$ cat src/hdl/pie_regs.vh
`ifndef PIE_REGS_VH
`define PIE_REGS_VH

// Byte addresses of the registers on the AXI4-Lite bus.
`define PIE_ADDR_EN_ONE 4'h0
`define PIE_ADDR_EN_TWO 4'h4
`define PIE_ADDR_FLAG_ONE 4'h8
`define PIE_ADDR_FLAG_TWO 4'hc
`define PIE_ADDR_CORE_CTRL 4'h0
`define PIE_ADDR_STATUS 5'h10
`define PIE_ADDR_CTRL 5'h14

// Implemented bits of the two enable registers and the two flag registers.
`define PIE_MASK_ONE 8'h7f
`define PIE_MASK_TWO 8'hfd

// Reset values.
`define PIE_RST_EN 8'h00
`define PIE_RST_FLAG 8'h00
`define PIE_RST_CTRL 2'h0

// Field positions in the core control register.
`define PIE_CTRL_GLOBAL 1
`define PIE_CTRL_GROUP 0

// AXI response codes.
`define PIE_RESP_OKAY 2'h0
`define PIE_RESP_SLVERR 2'h2

`endif

$ cat src/hdl/pie_irq_enable.v
// What this block does
// - Unused bits read zero, ignore writes.
// - Enable-one bit 6 gates ADC interrupt.
// - Enable-one bit 5 gates serial receive.
// - Enable-one bit 4 gates serial transmit.
// - Enable-one bit 3 gates synchronous serial.
// - Enable-one bit 2 gates capture/compare A.
// - Enable-one bit 1 gates period match.
// - Enable-one bit 0 gates timer overflow.
// - Enable-two bit 7 gates oscillator fail.
// - Enable-two bit 6 gates comparator B.
// - Enable-two bit 5 gates comparator A.
// - Enable-two bit 4 gates EEPROM write.
// - Enable-two bit 3 gates bus collision.
// - Enable-two bit 2 gates low-power wake.
// - Enable-two bit 0 gates capture/compare B.
// - Group enable required for any request.
// - Flags set regardless of enables.
// - Global enable blocks every interrupt at coreIrq_reg; periphIrq_reg ignores it.
`default_nettype none
`include "pie_regs.vh"

module pie_irq_enable (
   input wire sys_clk,
   input wire reset_n,
   // AXI4-Lite slave.
   input wire [4:0] s_axi_awaddr,
   input wire s_axi_awvalid,
   output reg s_axi_awready,
   input wire [31:0] s_axi_wdata,
   input wire [3:0] s_axi_wstrb,
   input wire s_axi_wvalid,
   output reg s_axi_wready,
   output reg [1:0] s_axi_bresp,
   output reg s_axi_bvalid,
   input wire s_axi_bready,
   input wire [4:0] s_axi_araddr,
   input wire s_axi_arvalid,
   output reg s_axi_arready,
   output reg [31:0] s_axi_rdata,
   output reg [1:0] s_axi_rresp,
   output reg s_axi_rvalid,
   input wire s_axi_rready,
   // One-cycle event pulses from the sources, same clock domain.
   input wire [7:0] srcEventOne,
   input wire [7:0] srcEventTwo,
   // Peripheral request to the core and the globally gated request.
   output reg periphIrq_reg,
   output reg coreIrq_reg
);

   ////////////////////////////////////////////////////////////////////////
   // Register state.
   // The flags live in the two banks below; only the settings are here.
   reg [7:0] enOne_reg;
   reg [7:0] enTwo_reg;
   reg [1:0] coreCtrl_reg;
   wire [7:0] flagOne;
   wire [7:0] flagTwo;
   reg [7:0] clrOne;
   reg [7:0] clrTwo;

   // Write channel state.
   reg [4:0] awAddr_reg;
   reg awHeld_reg;
   reg [31:0] wData_reg;
   reg [3:0] wStrb_reg;
   reg wHeld_reg;
   wire doWrite;
   wire [4:0] awAddrNow;
   wire [31:0] wDataNow;
   wire [3:0] wStrbNow;
   wire awTake;
   wire wTake;
   reg wrMapped;

   ////////////////////////////////////////////////////////////////////////
   // Flag banks; unimplemented positions never set.
   // The events come from logic on this clock, so they enter the banks
   // with no synchroniser; a source on another clock must bring its own.
   pie_flag_bank #(
      .IMPL_MASK(`PIE_MASK_ONE)
   ) u_flag_one (
      .sys_clk(sys_clk),
      .reset_n(reset_n),
      .eventIn(srcEventOne),
      .clearIn(clrOne),
      .flag_reg(flagOne)
   );

   pie_flag_bank #(
      .IMPL_MASK(`PIE_MASK_TWO)
   ) u_flag_two (
      .sys_clk(sys_clk),
      .reset_n(reset_n),
      .eventIn(srcEventTwo),
      .clearIn(clrTwo),
      .flag_reg(flagTwo)
   );

   ////////////////////////////////////////////////////////////////////////
   // Address and data are taken in either order and held until both
   // are present; the write then happens in one cycle.
   assign awTake = s_axi_awvalid && s_axi_awready;
   assign wTake = s_axi_wvalid && s_axi_wready;
   assign awAddrNow = awHeld_reg ? awAddr_reg : s_axi_awaddr;
   assign wDataNow = wHeld_reg ? wData_reg : s_axi_wdata;
   assign wStrbNow = wHeld_reg ? wStrb_reg : s_axi_wstrb;
   assign doWrite = (awHeld_reg || awTake) && (wHeld_reg || wTake);

   // Write decode; flags clear by writing ones to the flag registers.
   // A write to the status word is answered but changes nothing, since
   // the two requests there are results, not settings.
   always @* begin
      clrOne = 8'h00;
      clrTwo = 8'h00;
      wrMapped = 1'b1;
      case (awAddrNow)
         {1'b0, `PIE_ADDR_EN_ONE}, {1'b0, `PIE_ADDR_EN_TWO},
         `PIE_ADDR_CTRL: begin
            wrMapped = 1'b1;
         end
         {1'b0, `PIE_ADDR_FLAG_ONE}: begin
            if (doWrite && wStrbNow[0]) begin
               clrOne = wDataNow[7:0];
            end
         end
         {1'b0, `PIE_ADDR_FLAG_TWO}: begin
            if (doWrite && wStrbNow[0]) begin
               clrTwo = wDataNow[7:0];
            end
         end
         `PIE_ADDR_STATUS: begin
            wrMapped = 1'b1;
         end
         default: begin
            wrMapped = 1'b0;
         end
      endcase
   end

   ////////////////////////////////////////////////////////////////////////
   // Write channel handshake and response.
   // Whichever half arrives first is parked in the held registers, and its
   // ready drops so the master cannot overwrite it before the pair is whole.
   always @(posedge sys_clk or negedge reset_n) begin
      if (!reset_n) begin
         s_axi_awready <= 1'b0;
         s_axi_wready <= 1'b0;
         s_axi_bvalid <= 1'b0;
         s_axi_bresp <= `PIE_RESP_OKAY;
         awHeld_reg <= 1'b0;
         wHeld_reg <= 1'b0;
         awAddr_reg <= 5'h00;
         wData_reg <= 32'h00000000;
         wStrb_reg <= 4'h0;
      end else begin
         if (doWrite) begin
            awHeld_reg <= 1'b0;
            wHeld_reg <= 1'b0;
            s_axi_awready <= 1'b0;
            s_axi_wready <= 1'b0;
            s_axi_bvalid <= 1'b1;
            s_axi_bresp <= wrMapped ? `PIE_RESP_OKAY : `PIE_RESP_SLVERR;
         end else begin
            if (awTake) begin
               awHeld_reg <= 1'b1;
               awAddr_reg <= s_axi_awaddr;
            end
            if (wTake) begin
               wHeld_reg <= 1'b1;
               wData_reg <= s_axi_wdata;
               wStrb_reg <= s_axi_wstrb;
            end
            // Ready stays low while a response waits, so one write at once.
            s_axi_awready <= !s_axi_bvalid && !awHeld_reg && !awTake;
            s_axi_wready <= !s_axi_bvalid && !wHeld_reg && !wTake;
            if (s_axi_bvalid && s_axi_bready) begin
               s_axi_bvalid <= 1'b0;
               s_axi_awready <= 1'b1;
               s_axi_wready <= 1'b1;
            end
         end
      end
   end

   ////////////////////////////////////////////////////////////////////////
   // Enable and core control registers; reserved bits are dropped here.
   // Only the low byte lane matters: every setting fits in eight bits, so
   // a write with strobe 0 clear leaves all of them untouched.
   always @(posedge sys_clk or negedge reset_n) begin
      if (!reset_n) begin
         enOne_reg <= `PIE_RST_EN;
         enTwo_reg <= `PIE_RST_EN;
         coreCtrl_reg <= `PIE_RST_CTRL;
      end else if (doWrite && wStrbNow[0]) begin
         if (awAddrNow == {1'b0, `PIE_ADDR_EN_ONE}) begin
            enOne_reg <= wDataNow[7:0] & `PIE_MASK_ONE;
         end
         if (awAddrNow == {1'b0, `PIE_ADDR_EN_TWO}) begin
            enTwo_reg <= wDataNow[7:0] & `PIE_MASK_TWO;
         end
         if (awAddrNow == `PIE_ADDR_CTRL) begin
            coreCtrl_reg <= wDataNow[1:0];
         end
      end
   end

   ////////////////////////////////////////////////////////////////////////
   // Read channel: one read at a time, answer one cycle after the take.
   reg [31:0] rdValue;
   reg rdMapped;

   // Read decode; unmapped words read zero and answer with an error.
   always @* begin
      rdValue = 32'h00000000;
      rdMapped = 1'b1;
      case (s_axi_araddr)
         {1'b0, `PIE_ADDR_EN_ONE}: begin
            rdValue = {24'h000000, enOne_reg};
         end
         {1'b0, `PIE_ADDR_EN_TWO}: begin
            rdValue = {24'h000000, enTwo_reg};
         end
         {1'b0, `PIE_ADDR_FLAG_ONE}: begin
            rdValue = {24'h000000, flagOne};
         end
         {1'b0, `PIE_ADDR_FLAG_TWO}: begin
            rdValue = {24'h000000, flagTwo};
         end
         `PIE_ADDR_STATUS: begin
            rdValue = {30'h00000000, coreIrq_reg, periphIrq_reg};
         end
         `PIE_ADDR_CTRL: begin
            rdValue = {30'h00000000, coreCtrl_reg};
         end
         default: begin
            rdMapped = 1'b0;
         end
      endcase
   end

   // Read handshake. The word is captured at the take, so it stands still
   // while the master waits even if a flag sets meanwhile; the cost is that
   // a slow master reads a value one or more cycles old.
   always @(posedge sys_clk or negedge reset_n) begin
      if (!reset_n) begin
         s_axi_arready <= 1'b0;
         s_axi_rvalid <= 1'b0;
         s_axi_rdata <= 32'h00000000;
         s_axi_rresp <= `PIE_RESP_OKAY;
      end else begin
         if (s_axi_arvalid && s_axi_arready) begin
            s_axi_arready <= 1'b0;
            s_axi_rvalid <= 1'b1;
            s_axi_rdata <= rdValue;
            s_axi_rresp <= rdMapped ? `PIE_RESP_OKAY : `PIE_RESP_SLVERR;
         end else if (s_axi_rvalid) begin
            if (s_axi_rready) begin
               s_axi_rvalid <= 1'b0;
               s_axi_arready <= 1'b1;
            end
         end else begin
            s_axi_arready <= 1'b1;
         end
      end
   end

   ////////////////////////////////////////////////////////////////////////
   // Request logic. Each flag is ANDed with its own enable bit. A flag
   // left set before enabling fires at once, which is why software must
   // clear stale flags first; the block itself cannot tell a stale event
   // from a fresh one.
   wire adcPass;
   wire rxPass;
   wire txPass;
   wire syncSerialPass;
   wire captureAPass;
   wire periodPass;
   wire overflowPass;
   wire oscFailPass;
   wire compBPass;
   wire compAPass;
   wire eepromPass;
   wire collisionPass;
   wire wakePass;
   wire captureBPass;
   wire anyPass;
   reg periphIrq_next;
   reg coreIrq_next;

   // First enable register; bit 7 has no source behind it.
   assign adcPass = flagOne[6] & enOne_reg[6];
   assign rxPass = flagOne[5] & enOne_reg[5];
   assign txPass = flagOne[4] & enOne_reg[4];
   assign syncSerialPass = flagOne[3] & enOne_reg[3];
   assign captureAPass = flagOne[2] & enOne_reg[2];
   assign periodPass = flagOne[1] & enOne_reg[1];
   assign overflowPass = flagOne[0] & enOne_reg[0];

   // Second enable register; bit 1 has no source behind it.
   assign oscFailPass = flagTwo[7] & enTwo_reg[7];
   assign compBPass = flagTwo[6] & enTwo_reg[6];
   assign compAPass = flagTwo[5] & enTwo_reg[5];
   assign eepromPass = flagTwo[4] & enTwo_reg[4];
   assign collisionPass = flagTwo[3] & enTwo_reg[3];
   assign wakePass = flagTwo[2] & enTwo_reg[2];
   assign captureBPass = flagTwo[0] & enTwo_reg[0];

   // Any single passing source is enough to ask for service.
   assign anyPass = adcPass | rxPass | txPass | syncSerialPass
      | captureAPass | periodPass | overflowPass | oscFailPass | compBPass
      | compAPass | eepromPass | collisionPass | wakePass | captureBPass;

   // Next values of the two requests. The group gate sits on the
   // peripheral request itself, so a core that only looks at the global
   // request never sees a source whose group is masked.
   always @* begin
      periphIrq_next = anyPass & coreCtrl_reg[`PIE_CTRL_GROUP];
      coreIrq_next = periphIrq_next;
      if (!coreCtrl_reg[`PIE_CTRL_GLOBAL]) begin
         coreIrq_next = 1'b0;
      end
   end

   // Both requests leave the block straight from flip-flops, one cycle
   // after the flag or enable that causes them.
   always @(posedge sys_clk or negedge reset_n) begin
      if (!reset_n) begin
         periphIrq_reg <= 1'b0;
         coreIrq_reg <= 1'b0;
      end else begin
         periphIrq_reg <= periphIrq_next;
         coreIrq_reg <= coreIrq_next;
      end
   end

endmodule // pie_irq_enable

`default_nettype wire

$ cat src/hdl/pie_flag_bank.v
`default_nettype none

// One bank of eight sticky interrupt flags with software clear.
module pie_flag_bank #(
   parameter [7:0] IMPL_MASK = 8'hff
) (
   input wire sys_clk,
   input wire reset_n,
   input wire [7:0] eventIn,
   input wire [7:0] clearIn,
   output reg [7:0] flag_reg
);

   ////////////////////////////////////////////////////////////////////////
   // Flags set whatever the masks are; a set in the clear cycle wins.
   always @(posedge sys_clk or negedge reset_n) begin
      if (!reset_n) begin
         flag_reg <= 8'h00;
      end else begin
         flag_reg <= ((flag_reg & ~clearIn) | eventIn) & IMPL_MASK;
      end
   end

endmodule // pie_flag_bank

`default_nettype wire

$ cat config.mk
export PLATFORM = sky130hd
export DESIGN_NAME = pie_irq_enable
export DESIGN_NICKNAME = d
export VERILOG_FILES = /design/src/hdl/pie_irq_enable.v /design/src/hdl/pie_flag_bank.v
export VERILOG_INCLUDE_DIRS = /design/src /design/src/hdl
export SDC_FILE = /design/constraint.sdc
export NUM_CORES = 1
export LEC_CHECK = 0
export BUFFER_PORTS_ARGS = -buffer_cell sky130_fd_sc_hd__buf_2
export CAP_MARGIN = 15
export CORE_ASPECT_RATIO = 0.5
export CORE_MARGIN = 2
export CORE_UTILIZATION = 32
export CTS_CLUSTER_DIAMETER = 150
export CTS_CLUSTER_SIZE = 25
export DETAILED_ROUTE_END_ITERATION = 6
export PLACE_DENSITY_LB_ADDON = 0.3
export SLEW_MARGIN = 30
export SYNTH_ARGS = -nofsm -noshare
export SYNTH_HDL_FRONTEND = slang
export SYNTH_HIERARCHICAL = 1
export SYNTH_SLANG_ARGS = --single-unit
$ cat constraint.sdc
create_clock -name sys_clk -period 2.6 [get_ports sys_clk]
set_input_delay 0.65 -clock sys_clk [delete_from_list [all_inputs] [get_ports sys_clk]]
set_output_delay 0.65 -clock sys_clk [all_outputs]
set_load 0.01 [all_outputs]
# After elaboration in Yosys (flattened, before gate mapping)
# Index checks and enable logic that the tools add are counted.
[op_classes] muxes=28 eq_ne=11 reduce_logical=29 n_bitwise=35
[op_table] operator="8-bit case mux with 6 select lines" count=1
[op_table] operator="8-bit 2-to-1 mux" count=3
[op_table] operator="5-bit by 4-bit == test with 1-bit output (second input constant)" count=4
[op_table] operator="5-bit == test (second input constant)" count=4
[op_table] operator="1-bit 2-to-1 mux" count=20
[op_table] operator="1-bit AND" count=15
[op_table] operator="1-bit OR" count=13
[op_table] operator="6-bit OR reduction" count=2
[op_table] operator="5-bit by 3-bit == test with 1-bit output (second input constant)" count=2
[op_table] operator="1-bit logical AND" count=10
[op_table] operator="5-bit logical NOT" count=2
[op_table] operator="2-bit AND reduction" count=5
[op_table] operator="8-bit AND" count=1
[op_table] operator="8-bit inverter" count=1
[op_table] operator="8-bit OR" count=1
[op_table] operator="7-bit AND" count=1
[op_table] operator="7-bit 2-to-1 mux" count=1
[op_table] operator="7-bit inverter" count=1
[op_table] operator="7-bit OR" count=1
[op_table] operator="2-bit nonzero test" count=3
[op_table] operator="1-bit logical NOT" count=5
[op_table] operator="5-bit 2-to-1 mux" count=1
[op_table] operator="2-bit 2-to-1 mux" count=2
[op_table] operator="3-bit by 1-bit != test with 1-bit output (second input constant)" count=1
[op_table] operator="2 further kinds" count=3
[totals] in_bits=69 wordCells=123 register_bits=89 out_inout_bits=43

# Longest topological paths before layout
[logic_depth] word_depth=16 depth_mapped=7 depth_no_buf=6

# Cells and area by module
# Netlist, hierarchy kept.
[by_module_without_submodules] module="pie_irq_enable" instances=1 cells_per_inst=256 area_per_inst_um2=2753.9 seq_area_each_um2=1226.2
[by_module_without_submodules] module="pie_flag_bank" instances=2 cells_per_inst=23 area_per_inst_um2=265.3 seq_area_each_um2=175.2

# Worst setup path before layout
# Ideal clock, no wire load.
[synth_timing] path_kind="input to register" start="in s_axi_awaddr[3]" end="reg enOne_reg[0]" stages=4 arrival_ns=1.881 n_path_buf=0 required_ns=2.475 setup_ns=0.125 setup_slack_ns=0.594 path_cell_list="mux2i_2 > o2111ai_2 > nor4b_4 > mux2_2"
[synth_via] elab_chain_len=3
[synth_rtl] element="start, declared" line="pie_irq_enable.v:27" rtl="input wire [4:0] s_axi_awaddr,"
[synth_rtl] element="5-bit 2-to-1 mux" line="pie_irq_enable.v:106" rtl="assign awAddrNow = awHeld_reg ? awAddr_reg : s_axi_awaddr;"
[synth_rtl] element="5-bit logical NOT" line="pie_irq_enable.v:197" rtl="if (awAddrNow == {1'b0, `PIE_ADDR_EN_ONE}) begin"
[synth_rtl] element="2-bit AND reduction (no line)"
[synth_rtl] element="end signal, assigned" line="pie_irq_enable.v:193" rtl="enOne_reg <= `PIE_RST_EN;"
[synth_rtl] element="end signal, assigned" line="pie_irq_enable.v:198" rtl="enOne_reg <= wDataNow[7:0] & `PIE_MASK_ONE;"
[synth_rtl] element="end, declared" line="pie_irq_enable.v:55" rtl="reg [7:0] enOne_reg;"
# No other way between the ends.
# A chain may end at the register's enable or synchronous reset.

# Final worst setup path
[layout_timing] start="reg awHeld_reg" end="reg u_flag_one.flag_reg[6]"
[layout_via] elab_chain_len=8 word_cells_on_any_way=10 classes_between="eq/ne (1); mux (3); bitwise (3); reduce/logical (3)"
[layout_rtl] element="start, declared" line="pie_irq_enable.v:65" rtl="reg awHeld_reg;"
[layout_rtl] element="start signal, assigned" line="pie_irq_enable.v:152" rtl="awHeld_reg <= 1'b0;"
[layout_rtl] element="start signal, assigned" line="pie_irq_enable.v:159" rtl="awHeld_reg <= 1'b0;"
[layout_rtl] element="start signal, assigned" line="pie_irq_enable.v:167" rtl="awHeld_reg <= 1'b1;"
[layout_rtl] element="parallel branches: the longest is 4 deep, another holds 5-bit 2-to-1 mux"
[layout_rtl] element="7-bit 2-to-1 mux *" line="pie_irq_enable.v:118" rtl="case (awAddrNow)"
[layout_rtl] element="net clrOne[6]" line="pie_irq_enable.v:60" rtl="reg [7:0] clrOne;"
[layout_rtl] element="7-bit inverter *" line="pie_flag_bank.v:20" rtl="flag_reg <= ((flag_reg & ~clearIn) | eventIn) & IMPL_MASK;"
[layout_rtl] element="7-bit AND *" line="pie_flag_bank.v:20"
[layout_rtl] element="7-bit OR *" line="pie_flag_bank.v:20"
[layout_rtl] element="end signal, assigned" line="pie_flag_bank.v:20"
[layout_rtl] element="end, declared" line="pie_flag_bank.v:11" rtl="output reg [7:0] flag_reg"
# Mark *: on every way through the listed nets, which the timed path passes.

==> qor.csv <==
stage,metric,value,unit
critical_path,cp_slowest_cell,dfrtp_1,
placed_design,io_buffers,56,
die,rows,26,
critical_path,max_stage_delay,0.57,ns
timing,setup_viol,0,
timing,hold_violations,0,
power,intPower,2.574,mW
timing,timing.setup.tns,0,ns
global_route,grt_pass1_vias,2129,
clock_network,holdBufCountCts,0,
clock_network,root_buffer,clkbuf_16,
power,seq_power_share,41.0,%
worst_hold_path,hp-class,in2async,
global_route,grt_max_degree,64,
timing,tightest_slew,0.6335,ns
die,die-area,0.01111,sq mm
placed_design,gp_congestion,0.7377,
routing,drc,0,
routing,drtAntennaViolNets,0,
clock_network,clock_path_buffers,2,
die,num_io_pins,112,
placed_design,place_area,0.003616,sq mm
timing,grt_setup_unrepaired,no,
critical_path,cp_cell_sequence,"mux2_2, nor2b_1, nand4_1, nor2_1, inv_1, a21o_1",
timing,period_needed,2.103,ns
clock_network,clk_latency,0.33,ns
power,worst_ir_drop_vdd,0.4329,mV
die,die_y,75.56,um
synthesis,syn_area,0.003277,sq mm
synthesis,syn_avg_cell_area,10.92,sq um
routing,routed-via-count,2265,
routing,post_drt_via_cell_ratio,4.503,
critical_path,critPathMaxFanout,10,
finish,layout.nets,427,
power,p_comb_share,27.2,%
global_route,grt_use_total,13.37,%
critical_path,cp-start-kind,register,
die,die_w,147.1,um
run_status,run_status,"finished, final reports clean",
clock_network,clock-sinks,63,
clock_network,clk_pin_slew,0.05,ns
clock_network,cts_tree,yes,
critical_path,cpLargestDelayFamily,simple AND/OR/NAND/NOR gates,
power,p_leak,1.814,nW
global_route,overflow,0,
critical_path,cp_data_required_time,2.82,ns
critical_path,crit_type,reg2reg,
global_route,antenna_found_initial,0,
power,pwr-share-clk,31.8,%
finish,finish.instance_area,0.003915,sq mm
timing,fmax,475.4,MHz
global_route,grt_pass1_wl,11170,um
routing,first_pass_iters,4,
timing,period_share,80.90,%
synthesis,synthCells,300,
finish,antenna_cells,0,
routing,wl,6876,um
power,power.density,953.4,mW/mm^2
die,core,0.01008,sq mm
clock_network,postCtsSetupBuffers,0,
critical_path,path_buf_inv,1,
timing,skew,0.004510,ns
finish,final_util,38.82,%
clock_network,cts_made_buffers,9,
critical_path,cp_data_arrival_time,2.32,ns
synthesis,yosysWarnings,6,
power,p_sw_share,31.03,%
finish,syn_to_final_growth,19.47,%
clock_network,h-tree-depth,3,
placed_design,dpl.hpwl,5213,um
clock_network,post_cts_resized,0,
die,initial_core_util,32.49,%
finish,drive_above_1_share,33.61,%
routing,wl_per_cell,13.67,um
job,maxCapViolCount,0,
routing,first_iter_violations,151,
timing,slew_headroom,57.44,%
timing,drv_slew,0,
power,p_sw,1.158,mW
critical_path,crit_path_end_kind,register,
## layout make-up
class,count,area [sq um]
inverters,24,90.09
flip-flops and latches,63,1577
clock buffers,10,239.0
repair buffers,61,330.3
clock inverters,6,60.06
fillers,1027,6170
multi-input cells,199,1444
well taps,140,175.2
## path summary, 6_finish.rpt
| check | to | slack, ns | startpoint | cells after the start |
|---|---|---|---|---|
| min in group sys_clk | s_axi_rdata[6] | 0.46 | s_axi_rdata[6] | 2 |
| min reg2reg | s_axi_rdata[6] | 0.46 | s_axi_rdata[6] | 2 |
| max in group asynchronous | enOne_reg[4] | 2.01 | reset_n | 2 |
| max | u_flag_one/flag_reg[6] | 0.50 | awHeld_reg | 6 |
| max reg2reg | u_flag_one/flag_reg[6] | 0.50 | awHeld_reg | 6 |
| min | awAddr_reg[3] | 0.32 | reset_n | 2 |
## power by group through the flow
stage / combinational, mW / sequential, mW / clock [mW]
after floorplan: 0.821 / 1.47 / 0
after global placement: 1.01 / 1.54 / 0
after detailed placement: 1.03 / 1.55 / 0
after CTS: 1.03 / 1.53 / 1.22
after global routing: 1.14 / 1.58 / 1.27
final: 1.02 / 1.53 / 1.19
## stage by stage
step                power (mW)  hold slack [ns]  setup slack [ns]  cells
global placement         2.545           0.4509            0.3941    487
global route             3.983           0.3658            0.3447    503
detailed placement       2.573           0.4542            0.4045    487
CTS                      3.778           0.3390            0.4886    503
finish                   3.732           0.3220            0.4965    503
floorplan                2.292           0.3544            0.5943    325
## placed cells by master (no fill, tap or decap), types with 7 or more instances in the layout
cell / count
mux2i_1: 18
inv_1: 24
mux2_2: 38
a21oi_1: 7
nand2_1: 13
o21ai_0: 12
nor2_1: 17
dfrtp_1: 63
a21o_1: 16
buf_2: 56
conb_1: 28
clkbuf_16: 9
nand3_1: 8
a22oi_1: 9
## worst register-to-register path: cells and delay by family, from the launching register on
family                 cells  cell delay [ns]
muxes                      1             0.45
AOI/OAI and AO/OA          1             0.18
and+or+nand+nor            3             0.73
buffers and inverters      1             0.07
DFF                        1             0.57
## per-layer routing
layer,up-vias,GRT usage [%],wire length [um]
met5,-,0,0
met1,1072,18.48,3406
met4,0,6.624,147
li1,1114,-,-
met2,66,19.26,2984
met3,13,4.072,337
Power figures use the tool's default switching activity.
